`config.mk`:
```
export PLATFORM = sky130hd
export DESIGN_NAME = istd_detector
export DESIGN_NICKNAME = d
export VERILOG_FILES = /design/src/hdl/istd_detector.v
export VERILOG_INCLUDE_DIRS = /design/src /design/src/hdl
export SDC_FILE = /design/constraint.sdc
export NUM_CORES = 1
export LEC_CHECK = 0
export BUFFER_PORTS_ARGS = -buffer_cell sky130_fd_sc_hd__buf_2
export CAP_MARGIN = 20
export CORE_ASPECT_RATIO = 0.9
export CORE_MARGIN = 10
export CORE_UTILIZATION = 50
export CTS_CLUSTER_SIZE = 40
export DETAILED_ROUTE_END_ITERATION = 7
export GPL_ROUTABILITY_DRIVEN = 0
export PLACE_DENSITY = 0.79
export SLEW_MARGIN = 20
export SYNTH_ARGS = -nofsm -noshare
export SYNTH_HDL_FRONTEND = slang
export SYNTH_SLANG_ARGS = --single-unit
```
`constraint.sdc`:
```
create_clock -name clk -period 2.4 [get_ports clk]
set_clock_uncertainty 0.05 [all_clocks]
set_input_delay 0.48 -clock clk [delete_from_list [all_inputs] [get_ports clk]]
set_output_delay 0.48 -clock clk [all_outputs]
set_load 0.005 [all_outputs]
```
`src/hdl/istd_defines.vh`:
```
/*
 Register offsets, field encodings, current-limit codes and timing counts
 for the input source type detector. Definitions only.
*/
`ifndef ISTD_DEFINES_VH
`define ISTD_DEFINES_VH
// ==========================================
// Register offsets (byte addresses)
`define ISTD_ADDR_CTRL 8'h00
`define ISTD_ADDR_STATUS 8'h04
`define ISTD_ADDR_FLAGS 8'h08
`define ISTD_ADDR_MASK 8'h0C
`define ISTD_ADDR_ILIM 8'h10
`define ISTD_ADDR_DRIVE 8'h14
`define ISTD_ADDR_ADC 8'h18
// ==========================================
// Control bit positions
`define ISTD_CTRL_AUTO 0
`define ISTD_CTRL_HV_EN 1
`define ISTD_CTRL_9V 2
`define ISTD_CTRL_12V 3
`define ISTD_CTRL_EXTCLAMP 4
`define ISTD_CTRL_OPT 5
`define ISTD_CTRL_RESET 8'h01
// ==========================================
// Source type codes
`define ISTD_SRC_NONE 4'h0
`define ISTD_SRC_SDP 4'h1
`define ISTD_SRC_CDP 4'h2
`define ISTD_SRC_DCP 4'h3
`define ISTD_SRC_HIGH_VOLTAGE_DCP 4'h4
`define ISTD_SRC_UNKNOWN 4'h5
`define ISTD_SRC_DIVIDER 4'h6
// ==========================================
// Current limits in mA
`define ISTD_ILIM_SDP 12'h1F4
`define ISTD_ILIM_CDP 12'h5DC
`define ISTD_ILIM_DCP 12'hCB2
`define ISTD_ILIM_HIGH_VOLTAGE_DCP 12'h5DC
`define ISTD_ILIM_UNKNOWN 12'hBB8
`define ISTD_ILIM_DIV1 12'h834
`define ISTD_ILIM_DIV2 12'h7D0
`define ISTD_ILIM_DIV3 12'h3E8
`define ISTD_ILIM_DIV4 12'h960
`define ISTD_ILIM_RESET 12'hBB8
// ==========================================
// Classification results from the analog front end
`define ISTD_CLS_SDP 3'h0
`define ISTD_CLS_CDP 3'h1
`define ISTD_CLS_DCP 3'h2
`define ISTD_CLS_OTHER 3'h3
// Start delay after detection, in microseconds
`define ISTD_START_DELAY_US 30000
`define ISTD_CLK_MHZ 40
`endif

```
`src/hdl/istd_detector.v`:
```
/*
 Input source type detector: sequences D+/D- detection, loads the
 input current limit and source-type code, and holds host drive levels.
 Assumes an analog front end that reports each stage's result with a
 done pulse, and a plain register port on the same clock.
*/
// Design decisions made here: the plain strobed port and the register addresses.
// What this block does
// Detect source type after qualification when enabled
// Port class done: status, flag, interrupt pulse
// Start high-voltage handshake on DCP if enabled
// Completion loads limit and source code
// Host overwrites limit; apply lower with clamp
// Detection disabled: skip, keep limit unchanged
// Stages: contact, primary, secondary, high-voltage
// Primary: standard class first, then dividers
// Secondary stage separates CDP from DCP
// Standard results load fixed limits and codes
// Divider adapters code 0110, per-divider limits
// Handshake needs enable plus request; 12V first
// Done clears detect status, flags, pulses interrupt
// DCP gets 3.25A, then 1.5A after handshake
// Host writes 1.5A, enables then disables handshake
// Host sets D+/D- drive levels; device drives
// Drive writes ignored while detection runs
// Detection applies to first auxiliary input only
// Host enumerates CDP within 2.5 seconds
// D+/D- converted readings visible to host
// Start only after poor source qualification
// Converter starts 30 ms after completion
// Source removal aborts, restarts at contact detect
// Unmatched pattern reports unknown adapter
`timescale 1ns/10ps
`include "istd_defines.vh"
module istd_detector #(
	parameter START_DELAY_CYCLES = `ISTD_START_DELAY_US * `ISTD_CLK_MHZ
) (
	input wire clk,
	input wire reset_n,
	input wire [7:0] bus_addr,
	input wire [31:0] bus_wdata,
	input wire bus_write,
	input wire bus_read,
	output reg [31:0] bus_rdata,
	input wire first_aux_input,
	input wire source_qualified,
	input wire stage_done,
	input wire [2:0] class_result,
	input wire [2:0] divider_match,
	input wire hv_ack,
	input wire [11:0] clamp_ma,
	input wire [9:0] plus_line_adc,
	input wire [9:0] minus_line_adc,
	output reg [2:0] stage_req,
	output reg hv_request_12v,
	output reg [3:0] plus_line_drive_level,
	output reg [2:0] minus_line_drive_level,
	output wire [11:0] applied_current_limit,
	output reg converter_enable,
	output reg int_pulse
);
	// ==========================================
	// States
	localparam [6:0] ST_IDLE = 7'b000_0001;
	localparam [6:0] ST_CONTACT = 7'b000_0010;
	localparam [6:0] ST_PRIMARY = 7'b000_0100;
	localparam [6:0] ST_DIVIDER = 7'b000_1000;
	localparam [6:0] ST_SECOND = 7'b001_0000;
	localparam [6:0] ST_HV = 7'b010_0000;
	localparam [6:0] ST_DONE = 7'b100_0000;
	localparam [2:0] REQ_NONE = 3'h0;
	localparam [2:0] REQ_CONTACT = 3'h1;
	localparam [2:0] REQ_PRIMARY = 3'h2;
	localparam [2:0] REQ_DIVIDER = 3'h3;
	localparam [2:0] REQ_SECOND = 3'h4;
	localparam [2:0] REQ_HV = 3'h5;
	localparam [31:0] DELAY_LAST = START_DELAY_CYCLES - 1;

	// Divider number to current limit, used for each divider match
	function [11:0] div_limit;
		input [2:0] d;
		begin
			case (d)
				3'h1: div_limit = `ISTD_ILIM_DIV1;
				3'h2: div_limit = `ISTD_ILIM_DIV2;
				3'h3: div_limit = `ISTD_ILIM_DIV3;
				3'h4: div_limit = `ISTD_ILIM_DIV4;
				default: div_limit = `ISTD_ILIM_UNKNOWN;
			endcase
		end
	endfunction

	reg [6:0] state_reg;
	reg [7:0] ctrl_reg;
	reg [11:0] ilim_reg;
	reg [3:0] src_code_reg;
	reg port_done_status_reg;
	reg line_detect_status_reg;
	reg port_class_done_flag;
	reg line_detect_done_flag;
	reg port_class_done_mask;
	reg line_detect_done_mask;
	reg hv_twelve_tried_reg;
	reg [31:0] delay_reg;
	reg delay_run_reg;
	reg [2:0] aux_sync;
	reg aux_level;
	reg [2:0] qual_sync;
	reg qual_level;

	wire auto_en = ctrl_reg[`ISTD_CTRL_AUTO];
	wire hv_en = ctrl_reg[`ISTD_CTRL_HV_EN];
	wire req_9v = ctrl_reg[`ISTD_CTRL_9V];
	wire req_12v = ctrl_reg[`ISTD_CTRL_12V];
	wire ext_clamp = ctrl_reg[`ISTD_CTRL_EXTCLAMP];
	wire detect_busy = (state_reg != ST_IDLE) && (state_reg != ST_DONE);
	wire hv_allowed = hv_en && (req_9v || req_12v);
	wire wr_ctrl = bus_write && (bus_addr == `ISTD_ADDR_CTRL);
	wire wr_flags = bus_write && (bus_addr == `ISTD_ADDR_FLAGS);
	wire wr_mask = bus_write && (bus_addr == `ISTD_ADDR_MASK);
	wire wr_ilim = bus_write && (bus_addr == `ISTD_ADDR_ILIM);
	wire wr_drive = bus_write && (bus_addr == `ISTD_ADDR_DRIVE);
	reg port_done_evt;
	reg line_done_evt;
	// Status word: source code, port class done, line detect busy
	wire [31:0] status_word = {26'h000_0000, line_detect_status_reg, port_done_status_reg,
		src_code_reg};

	// Lower of register and pin clamp when the clamp bit is set, else the register; optimizer setting plays no part
	assign applied_current_limit = (ext_clamp && clamp_ma < ilim_reg) ? clamp_ma : ilim_reg;

	// ==========================================
	// Input synchronisers (change counts when stages 2 and 3 agree)
	always @(posedge clk or negedge reset_n) begin
		if (!reset_n) begin
			aux_sync <= 3'b000;
			aux_level <= 1'b0;
			qual_sync <= 3'b000;
			qual_level <= 1'b0;
		end else begin
			// Stage one may settle late; stages two and three vote
			aux_sync <= {aux_sync[1:0], first_aux_input};
			qual_sync <= {qual_sync[1:0], source_qualified};
			if (aux_sync[1] == aux_sync[2])
				aux_level <= aux_sync[2];
			if (qual_sync[1] == qual_sync[2])
				qual_level <= qual_sync[2];
		end
	end

	// ==========================================
	// Detection sequencer
	always @(posedge clk or negedge reset_n) begin
		if (!reset_n) begin
			state_reg <= ST_IDLE;
			stage_req <= REQ_NONE;
			hv_request_12v <= 1'b0;
			ilim_reg <= `ISTD_ILIM_RESET;
			src_code_reg <= `ISTD_SRC_NONE;
			port_done_status_reg <= 1'b0;
			line_detect_status_reg <= 1'b0;
			hv_twelve_tried_reg <= 1'b0;
			port_done_evt <= 1'b0;
			line_done_evt <= 1'b0;
		end else begin
			port_done_evt <= 1'b0;
			line_done_evt <= 1'b0;
			if (wr_ilim && !detect_busy)
				ilim_reg <= bus_wdata[11:0];
			// Removal overrides a stage answer in the same cycle
			if (!aux_level && state_reg != ST_IDLE) begin
				state_reg <= ST_IDLE;
				stage_req <= REQ_NONE;
				line_detect_status_reg <= 1'b0;
			end else begin
				case (state_reg)
					ST_IDLE: begin
						// Start whenever the input is present, qualified and auto detection is on
						if (aux_level && qual_level && auto_en) begin
							state_reg <= ST_CONTACT;
							stage_req <= REQ_CONTACT;
							line_detect_status_reg <= 1'b1;
							port_done_status_reg <= 1'b0;
						end
					end
					ST_CONTACT: begin
						if (stage_done) begin
							state_reg <= ST_PRIMARY;
							stage_req <= REQ_PRIMARY;
						end
					end
					ST_PRIMARY: begin
						if (stage_done) begin
							if (class_result == `ISTD_CLS_SDP) begin
								ilim_reg <= `ISTD_ILIM_SDP;
								src_code_reg <= `ISTD_SRC_SDP;
								port_done_status_reg <= 1'b1;
								port_done_evt <= 1'b1;
								state_reg <= ST_DONE;
								stage_req <= REQ_NONE;
							end else if (class_result == `ISTD_CLS_OTHER) begin
								state_reg <= ST_DIVIDER;
								stage_req <= REQ_DIVIDER;
							end else begin
								port_done_status_reg <= 1'b1;
								port_done_evt <= 1'b1;
								state_reg <= ST_SECOND;
								stage_req <= REQ_SECOND;
							end
						end
					end
					ST_DIVIDER: begin
						if (stage_done) begin
							ilim_reg <= div_limit(divider_match);
							src_code_reg <= (divider_match >= 3'h1 && divider_match <= 3'h4) ?
								`ISTD_SRC_DIVIDER : `ISTD_SRC_UNKNOWN;
							state_reg <= ST_DONE;
							stage_req <= REQ_NONE;
						end
					end
					ST_SECOND: begin
						if (stage_done) begin
							if (class_result == `ISTD_CLS_CDP) begin
								ilim_reg <= `ISTD_ILIM_CDP;
								src_code_reg <= `ISTD_SRC_CDP;
								state_reg <= ST_DONE;
								stage_req <= REQ_NONE;
							end else begin
								ilim_reg <= `ISTD_ILIM_DCP;
								src_code_reg <= `ISTD_SRC_DCP;
								if (hv_allowed) begin
									state_reg <= ST_HV;
									stage_req <= REQ_HV;
									hv_request_12v <= req_12v;
									hv_twelve_tried_reg <= req_12v;
								end else begin
									state_reg <= ST_DONE;
									stage_req <= REQ_NONE;
								end
							end
						end
					end
					ST_HV: begin
						if (stage_done) begin
							if (hv_ack) begin
								ilim_reg <= `ISTD_ILIM_HIGH_VOLTAGE_DCP;
								src_code_reg <= `ISTD_SRC_HIGH_VOLTAGE_DCP;
								state_reg <= ST_DONE;
								stage_req <= REQ_NONE;
							end else if (hv_twelve_tried_reg && req_9v) begin
								// Refused 12V falls back to 9V once, when asked
								hv_request_12v <= 1'b0;
								hv_twelve_tried_reg <= 1'b0;
							end else begin
								state_reg <= ST_DONE;
								stage_req <= REQ_NONE;
							end
						end
					end
					ST_DONE: begin
						// Stay here until the source goes away
					end
					default: begin
						state_reg <= ST_IDLE;
						stage_req <= REQ_NONE;
					end
				endcase
				// Same cases that move to ST_DONE above; kept apart so the
				// done event stays a single cycle
				if (detect_busy && stage_done && state_reg != ST_CONTACT &&
					(state_reg != ST_PRIMARY || class_result == `ISTD_CLS_SDP) &&
					(state_reg != ST_SECOND || class_result == `ISTD_CLS_CDP || !hv_allowed) &&
					(state_reg != ST_HV || hv_ack || !(hv_twelve_tried_reg && req_9v))) begin
					line_detect_status_reg <= 1'b0;
					line_done_evt <= 1'b1;
				end
			end
		end
	end

	// ==========================================
	// Flags, masks, interrupt pulse; a set wins over a clear
	always @(posedge clk or negedge reset_n) begin
		if (!reset_n) begin
			port_class_done_flag <= 1'b0;
			line_detect_done_flag <= 1'b0;
			port_class_done_mask <= 1'b0;
			line_detect_done_mask <= 1'b0;
			int_pulse <= 1'b0;
		end else begin
			if (wr_mask) begin
				port_class_done_mask <= bus_wdata[0];
				line_detect_done_mask <= bus_wdata[1];
			end
			// Masked events leave the flag alone and send no pulse
			if (port_done_evt && !port_class_done_mask)
				port_class_done_flag <= 1'b1;
			else if (wr_flags && bus_wdata[0])
				port_class_done_flag <= 1'b0;
			if (line_done_evt && !line_detect_done_mask)
				line_detect_done_flag <= 1'b1;
			else if (wr_flags && bus_wdata[1])
				line_detect_done_flag <= 1'b0;
			int_pulse <= (port_done_evt && !port_class_done_mask) ||
				(line_done_evt && !line_detect_done_mask);
		end
	end

	// ==========================================
	// Control, drive levels and converter start delay
	always @(posedge clk or negedge reset_n) begin
		if (!reset_n) begin
			ctrl_reg <= `ISTD_CTRL_RESET;
			plus_line_drive_level <= 4'h0;
			minus_line_drive_level <= 3'h0;
			delay_reg <= 32'h0000_0000;
			delay_run_reg <= 1'b0;
			converter_enable <= 1'b0;
		end else begin
			if (wr_ctrl)
				ctrl_reg <= bus_wdata[7:0];
			// Levels only reach the pins of the first input path
			if (wr_drive && !(aux_level && detect_busy)) begin
				// Dropped writes are not replayed later
				plus_line_drive_level <= bus_wdata[3:0];
				minus_line_drive_level <= bus_wdata[6:4];
			end
			if (!aux_level) begin
				delay_run_reg <= 1'b0;
				converter_enable <= 1'b0;
			end else if (line_done_evt) begin
				delay_run_reg <= 1'b1;
				delay_reg <= 32'h0000_0000;
			end else if (delay_run_reg) begin
				// Stops at its end value; converter stays on until removal
				if (delay_reg == DELAY_LAST) begin
					delay_run_reg <= 1'b0;
					converter_enable <= 1'b1;
				end else begin
					delay_reg <= delay_reg + 32'h0000_0001;
				end
			end
		end
	end

	// ==========================================
	// Read port, data one cycle after the strobe
	always @(posedge clk or negedge reset_n) begin
		if (!reset_n) begin
			bus_rdata <= 32'h0000_0000;
		end else if (bus_read) begin
			case (bus_addr)
				`ISTD_ADDR_CTRL: bus_rdata <= {24'h00_0000, ctrl_reg};
				`ISTD_ADDR_STATUS: bus_rdata <= status_word;
				`ISTD_ADDR_FLAGS: bus_rdata <= {30'h0000_0000, line_detect_done_flag,
					port_class_done_flag};
				`ISTD_ADDR_MASK: bus_rdata <= {30'h0000_0000, line_detect_done_mask,
					port_class_done_mask};
				`ISTD_ADDR_ILIM: bus_rdata <= {20'h0_0000, ilim_reg};
				`ISTD_ADDR_DRIVE: bus_rdata <= {25'h000_0000, minus_line_drive_level,
					plus_line_drive_level};
				`ISTD_ADDR_ADC: bus_rdata <= {6'h00, minus_line_adc, 6'h00, plus_line_adc};
				default: bus_rdata <= 32'h0000_0000;
			endcase
		end else begin
			// Zero outside the answer cycle keeps a shared read bus quiet
			bus_rdata <= 32'h0000_0000;
		end
	end
endmodule

```
* After elaboration in Yosys (flattened, before gate mapping)
Index checks and enable logic that the tools add are counted.
** Storage, ports and cells
- Register bits :: 125
- Input port bits :: 86
- Output and inout port bits :: 57
- Word-level logic and storage cells :: 227
** Cells by class
- Add/subtract/negate cells :: 1
- Order comparisons :: 3
- Eq/ne operators :: 52
- Mux-type cells :: 89
- Bitwise operators :: 1
- Reductions and logical operators :: 56
** Operators with widths (number)
- $pmux W26 S7 :: 1
- $mux W32 :: 4
- $mux W12 :: 10
- $pmux W12 S4 :: 2
- $mux W7 :: 12
- $pmux W7 S7 :: 1
- $mux W3 :: 13
- $mux W1 :: 34
- $add A32 B1 Y32 const B :: 1
- $eq A32 B21 Y1 const B :: 1
- $ne A2 B2 Y1 const B :: 15
- $logic_and A1 B1 Y1 :: 25
- $eq A8 B5 Y1 const B :: 3
- $mux W4 :: 6
- $reduce_and A8 Y1 :: 3
- $ne A3 B3 Y1 const B :: 7
- $pmux W3 S7 :: 1
- $eq A8 B4 Y1 const B :: 2
- $pmux W4 S4 :: 1
- $lt A12 B12 Y1 :: 1
- $reduce_bool A2 Y1 :: 5
- $eq A3 B2 Y1 const B :: 3
- $eq A8 B3 Y1 const B :: 1
- $logic_not A8 Y1 :: 1
- other kinds (32) :: 49

* Longest topological paths before layout
Gate-level depths: netlist of the first run.
- Depth after elaboration :: 9
- Mapped depth :: 8
- Mapped depth without buffers :: 7

* Worst setup path after synthesis of the first run
Ideal clock, no wire load.
- Kind :: register to output
- Start point :: register ilim_reg[8]
- End point :: output applied_current_limit[10]
- Arrival :: 2.110 ns
- Required time :: 1.870 ns
- Path slack :: -0.240 ns
- Cell stages (with the launch flop) :: 9
- Path buffers :: 1
- Cells stage by stage :: dfstp_2 > inv_1 > ha_1 > o2111ai_1 > nor3_1 > o31ai_1 > o211ai_1 > clkbuf_1 > mux2_2
** Between the ends
- Longest elaborated chain between the ends :: 3
** Ends and longest elaborated chain
- start: declaration :: RTL line istd_detector.v:95 : reg [11:0] ilim_reg;
- start signal: assignment :: RTL line istd_detector.v:158 : ilim_reg <= `ISTD_ILIM_RESET;
- start signal: assignment :: RTL line istd_detector.v:169 : ilim_reg <= bus_wdata[11:0];
- start signal: assignment :: RTL line istd_detector.v:195 : ilim_reg <= `ISTD_ILIM_SDP;
- $lt A12 B12 Y1 :: RTL line istd_detector.v:130 : assign applied_current_limit = (ext_clamp && clamp_ma < ilim_reg) ? clamp_ma : ilim_reg;
- $logic_and A1 B1 Y1 :: RTL line istd_detector.v:130
- $mux W12 :: RTL line istd_detector.v:130
- end: declaration :: RTL line istd_detector.v:58 : output wire [11:0] applied_current_limit,
Every way passes these cells.

* Final worst setup path of the first run
- Start point :: register ilim_reg[5]
- End point :: output applied_current_limit[1]
Same word-level chain as after synthesis.

==> flow_summary.toml, run 1 <==
[pwr]
p_sw_uw = 1540
p_leak_uw = 0.00396
power.internal_uw = 4180
peakVddDrop_uv = 650
pwr-share-clk = 0.450
pwr_density_cell_mw_per_mm2 = 678
pwr-share-seq = 0.382
switching_share = 0.270
combPwrFrac = 0.168

[timing]
rsz0062_at_grt = "true"
setup_viol = 12
setup_ws_ns = -0.591
fmax_ghz = 0.334
slew-limit-headroom = 0.617
timing.final.crit_share = 1.25
setup_tns_ns = -6.99
slew_violations = 0
tightest_slew_ns = 0.570
final_hold_viol_count = 0
layout_min_cycle_time_ns = 2.99

[clock_tree]
cts_buffers = 17
root_buffer = "clkbuf_16"
clk_pin_slew_worst_paths_ns = 0.05
numClockSinks = 114
htree_levels = 4
clock_latency_ns = 0.41
cts_tree = "done"
cts_buffer_depth = 2

[cells_and_area]
layout_commonest_cell = "buf_2"
layout-drive-gt1-share = 0.335
diodes = 0
final_cell_mix = "111 x buf_2, 104 x dfrtp_1, 76 x buf_4, 72 x nor2_1, 42 x nand2_1"
area_delta_synth_final_pct = 27.7
fin_util = 0.658
largest_reg_flops = 32
nets = 955

[die]
io_pins = 143
core-area_mm2 = 0.0128
initial_core_util = 0.515
dieArea_mm2 = 0.0182
rows = 39
dieWidth_um = 141
die_y_um = 129

[synth]
synth-compound-area-share = 0.137
ys_async_sr_fraction = 1.00
synth_edf_count = 0
syn-instance-count = 682
synth_ff_type = "dfrtp_1"
synth_seq_cells = 114
yosys.cell_types.count = 80
muxShareOfSynthArea = 0.0819
yosys_warnings = 0
synth_fa_ha_area_frac = 0.0257
synth-simple-area-share = 0.225
synth_top_family_by_area = "simple AND/OR/NAND/NOR gates"
synth_area_mm2 = 0.00661
netlist.area_leader.share = 0.397
postSynthAreaPerCell_um2 = 9.69
yosysSeqAreaShare = 0.433
netlist.top_cell.by_area = "dfrtp_1"
synthTopCellsByArea = "dfrtp_1 40%, mux2_2 5.6%, nor2_1 4.1%"
synth_xor_area_frac = 0.0397

[critical_path]
crit_arrival_ns = 2.46
reg2reg_from = "state_reg[2]$_DFFE_PN0P_"
critPathCaptureType = "primary output"
critPathLaunch = "ilim_reg[5]$_DFF_PN1_"
critPathMaxFanout = 12
cp-start-kind = "register"
cp.required_ns = 1.87
crit_type = "register to primary output"

[min_path]
hp-class = "input port to register"
hp-start = "first_aux_input"

[drt]
route.antenna.remaining_nets = 0
totalWireLength_mm = 18.8
drt-vias-per-instance = 5.90
wl_per_cell_um = 18.2
route.detailed.drc = 0
vias = 6092
drt_pass1_iterations = 6
drtIter0Drc = 674

[placement]
portBuffers = 112
dp.final_hpwl_mm = 14.0

[global_route]
grt_remaining_overflow = 0
met2_usage = 0.302
use_met1 = 0.283
grt_pass1_vias = 5915
grt_pass1_wl_mm = 30.2
antenna_found_initial = 0
grt_use_total = 0.203
gr-usage-met3 = 0.0581
grt-busiest-layer = "met2"
grt_max_degree = 50

[job]
maxCapViolCount = 0

[status]
violations = "setup timing"
status = "finished with violations"
==> path summary, 6_finish.rpt <==
check                                                 end  slack, ns  cells after the start
worst max-delay path             applied_current_limit[1]      -0.59                      9
worst min-delay path                aux_sync[0]$_DFF_PN0_       0.12                      1
worst max register to register     ilim_reg[10]$_DFF_PN0_       0.05                      6
worst min register to register      aux_sync[1]$_DFF_PN0_       0.30                      0
max in group asynchronous           ilim_reg[8]$_DFF_PN1_       1.11                      3
min in group asynchronous       delay_reg[12]$_DFFE_PN0P_       0.52                      2
==> final cells by class <==
class	instances	area, um^2
clock buffer	23	478
clock inverter	8	128
fill	986	4390
inverter	23	86.3
multi-input combinational	509	3460
sequential	114	2870
tap	164	205
timing repair buffer	192	1220
==> logic make-up (layout without fill, tap and decap cells) <==
family	Yosys count	in the layout
AOI/OAI and AO/OA	130	130
xor gates and xnor gates	30	30
adders and majority gates	14	14
buffers and inverters	68	246
DFF	114	114
muxes	49	49
other	1	10
and+or+nand+nor	276	276
==> power groups by stage <==
stage	clock network [uW]	registers (uW)	logic [uW]
after global routing	2700	2210	1070
after detailed placement	0	2210	937
after floorplan	0	2150	625
final	2580	2190	961
after global placement	0	2210	918
after CTS	2600	2180	952
==> per-stage QoR <==
step / instance area [um^2] / total power, uW / instances / worst slack [ns] / hold WS, ns
global route: 8440 / 5970 / 1033 / -0.761 / 0.106
floorplan: 6680 / 2770 / 691 / -0.0464 / 0.134
finish: 8440 / 5730 / 1033 / -0.591 / 0.124
CTS: 8400 / 5740 / 1032 / -0.600 / 0.108
detailed placement: 7780 / 3150 / 1000 / -0.195 / 0.292
global placement: 7780 / 3120 / 1000 / -0.198 / 0.283
==> critical path: stages (launching register included) <==
cell,delay (ns)
dfstp_2,0.53
inv_2,0.06
ha_4,0.23
a21o_1,0.15
a21o_1,0.16
a211oi_2,0.17
o211ai_1,0.15
buf_12,0.18
mux2_4,0.28
buf_2,0.12
==> cells in the mapped netlist (all sizes together) (10+ instances only) <==
cell	count
o22ai	10
dfrtp	105
mux2	35
a22oi	16
inv	22
a21oi	31
nand3	26
clkbuf	19
ha	12
o21ai	16
nand2b	12
nor3	32
nand4	14
buf	26
mux2i	14
and3	20
nor4	10
nand2	42
nor2	74
xnor2	24
==> what timing repair did <==
action | 4_1_cts | 5_1_grt
pin swaps | 1 | 5
resized for setup | 0 | 8
endpoints found under the hold margin | 30 | 0
cloned | 0 | 0
hold buffers | 1 | 0
endpoints found under the setup margin | 12 | 22
buffers inserted | 0 | 1
==> metal layers <==
metal | vias to the layer above | part of all wire
li1 | 2837 | -
met1 | 2917 | 0.44
met2 | 311 | 0.45
met3 | 27 | 0.096
met4 | 0 | 0.010
met5 | - | 0
Note: power is estimated with default switching activity, not from simulation.
==> run 2, diff against run 1 <==
CAP_MARGIN = 10   (was 20)
CORE_UTILIZATION = 39   (was 50)
PLACE_DENSITY = 0.62   (was 0.79)
clock period = 3.7 ns   (was 2.4 ns; I/O delays follow)
==> run 2 against run 1 <==
The run now ends clean. Cell count shrank 1.6%. Global-route usage shrank 4.0 points. Clock-buffer cell count shrank 4. Flip-flop and latch count is the same. Sequential power shrank 35%. Die area grew 24%. Clock power shrank 42%.
==> flow_summary.toml, run 2 (synthesized netlist as in run 1, its figures left out) <==
[drt]
totalWireLength_mm = 18.3
vias = 5575
wl_per_cell_um = 18.0
route.antenna.remaining_nets = 0
drt_pass1_iterations = 5
route.detailed.drc = 0
drt-vias-per-instance = 5.49
drtIter0Drc = 586

[cells_and_area]
area_delta_synth_final_pct = 18.6
final_cell_area_mm2 = 0.00784
final_cell_mix = "111 x buf_2, 105 x dfrtp_1, 73 x nor2_1, 42 x nand2_1, 33 x mux2_2"
diodes = 0
nets = 890
layout_commonest_cell = "buf_2"
layout-drive-gt1-share = 0.273
largest_reg_flops = 32

[critical_path]
reg2reg_from = "state_reg[5]$_DFFE_PN0P_"
critical-path-max-stage-delay_ns = 0.56
cp.required_ns = 2.91
worst_path_most_repeated_cell = "a21o_1"
critPathLaunch = "ilim_reg[5]$_DFF_PN1_"
critPathMaxFanout = 9
crit_type = "register to primary output"
critPathCaptureType = "primary output"
cp-start-kind = "register"
crit_arrival_ns = 2.70
path_cells = "inv_1, ha_1, a21o_1, a21o_1, a211oi_1, o211ai_1, buf_4, mux2_2, buf_2"
critPathSlowestCell = "dfstp_2"

[clock_tree]
cts_hold_buffers = 0
cts_buffer_depth = 2
cts_buffers = 17
clk_pin_slew_worst_paths_ns = 0.05
cts_tree = "done"
numClockSinks = 114
root_buffer = "clkbuf_16"
htree_levels = 4
clock_latency_ns = 0.41

[timing]
timing.final.crit_share = 0.944
slew-limit-headroom = 0.410
final_hold_viol_count = 0
setup_tns_ns = 0
timing.hold.ws_ns = 0.295
rsz0062_at_grt = "false"
setup_viol = 0
fmax_ghz = 0.286
setup_ws_ns = 0.206
tightest_slew_ns = 0.881
slew_violations = 0
layout_min_cycle_time_ns = 3.49

[die]
initial_core_util = 0.394
dieWidth_um = 157
dieArea_mm2 = 0.0226
core-area_mm2 = 0.0168
die_y_um = 144
rows = 45
io_pins = 143

[pwr]
p_sw_uw = 1000
combPwrFrac = 0.158
power.internal_uw = 2470
peakVddDrop_uv = 329
p_leak_uw = 0.00356
switching_share = 0.288
pwr_density_cell_mw_per_mm2 = 443
pwr-share-seq = 0.409
pwr-share-clk = 0.432

[global_route]
grt_use_total = 0.163
grt_max_degree = 57
grt_remaining_overflow = 0
grt_pass1_vias = 5487
grt_pass1_wl_mm = 29.3
antenna_found_initial = 0

[min_path]
hp-start = "aux_sync[0]$_DFF_PN0_"
hp-class = "register to register"

[placement]
dp_slack_ns = 0.320
dp.final_hpwl_mm = 13.7
portBuffers = 112
dpl_cell_area_mm2 = 0.00729

[status]
status = "complete, no violations"

[job]
maxCapViolCount = 0
-- run 2: changes by cell type in the layout (fill, tap and decap cells not counted), sizes merged --
cell	change
buf	-64
clkinvlp	+4
clkinv	+2
inv	+1
clkbuf	-4
dlygate4sd3	-1
bufinv	-2
-- run 2: worst max-delay path: cells and delay by family, from the launching register on --
kind / cells / cell delay, ns
compound gates: 4 / 0.77
fa+ha+maj: 1 / 0.29
buf+inv: 3 / 0.41
flops: 1 / 0.56
mux: 1 / 0.27
-- run 2: area by class of cell --
type / instances / area, um^2
Tap cell: 211 / 264
Fill cell: 1653 / 8940
Multi-Input combinational cell: 509 / 3400
Clock inverter: 13 / 113
Inverter: 23 / 86.3
Sequential cell: 114 / 2860
Clock buffer: 19 / 433
Timing Repair Buffer: 127 / 676
-- run 2: worst paths after layout --
kind / slack [ns] / cells after the start / endpoint
min in group asynchronous: 0.32 / 1 / delay_reg[2]$_DFFE_PN0P_
setup / recovery: 0.21 / 9 / applied_current_limit[2]
hold reg to reg: 0.30 / 0 / aux_sync[1]$_DFF_PN0_
hold / removal: 0.30 / 0 / aux_sync[1]$_DFF_PN0_
max in group asynchronous: 2.42 / 2 / ilim_reg[4]$_DFF_PN1_
setup reg to reg: 1.06 / 6 / state_reg[6]$_DFFE_PN0P_
-- run 2: stage by stage --
stage,util,cells,total power [uW]
2_1_floorplan,-,691,1800
3_3_place_gp,0.434,983,1990
3_5_place_dp,0.434,983,1990
4_1_cts,0.467,1015,3510
5_1_grt,0.467,1016,3670
6_report,0.467,1016,3480
-- run 2: timing repair --
item                                    CTS  global route
buffers inserted                          0             1
endpoints found under the setup margin    0             9
resized for setup                         0             0
-- run 2: power groups by stage --
stage / logic [uW] / clock network (uW) / registers [uW]
after floorplan: 402 / 0 / 1390
after global placement: 544 / 0 / 1440
after detailed placement: 550 / 0 / 1440
after CTS: 553 / 1530 / 1420
after global routing: 622 / 1610 / 1440
final: 550 / 1500 / 1420
-- run 2: per-layer routing --
layer / GRT usage / wire length, um / vias to the layer above
met5: 0 / 0 / -
met4: 0.0565 / 255 / 0
met3: 0.0448 / 1350 / 25
met2: 0.235 / 7690 / 193
met1: 0.229 / 8970 / 2657
li1: - / - / 2700
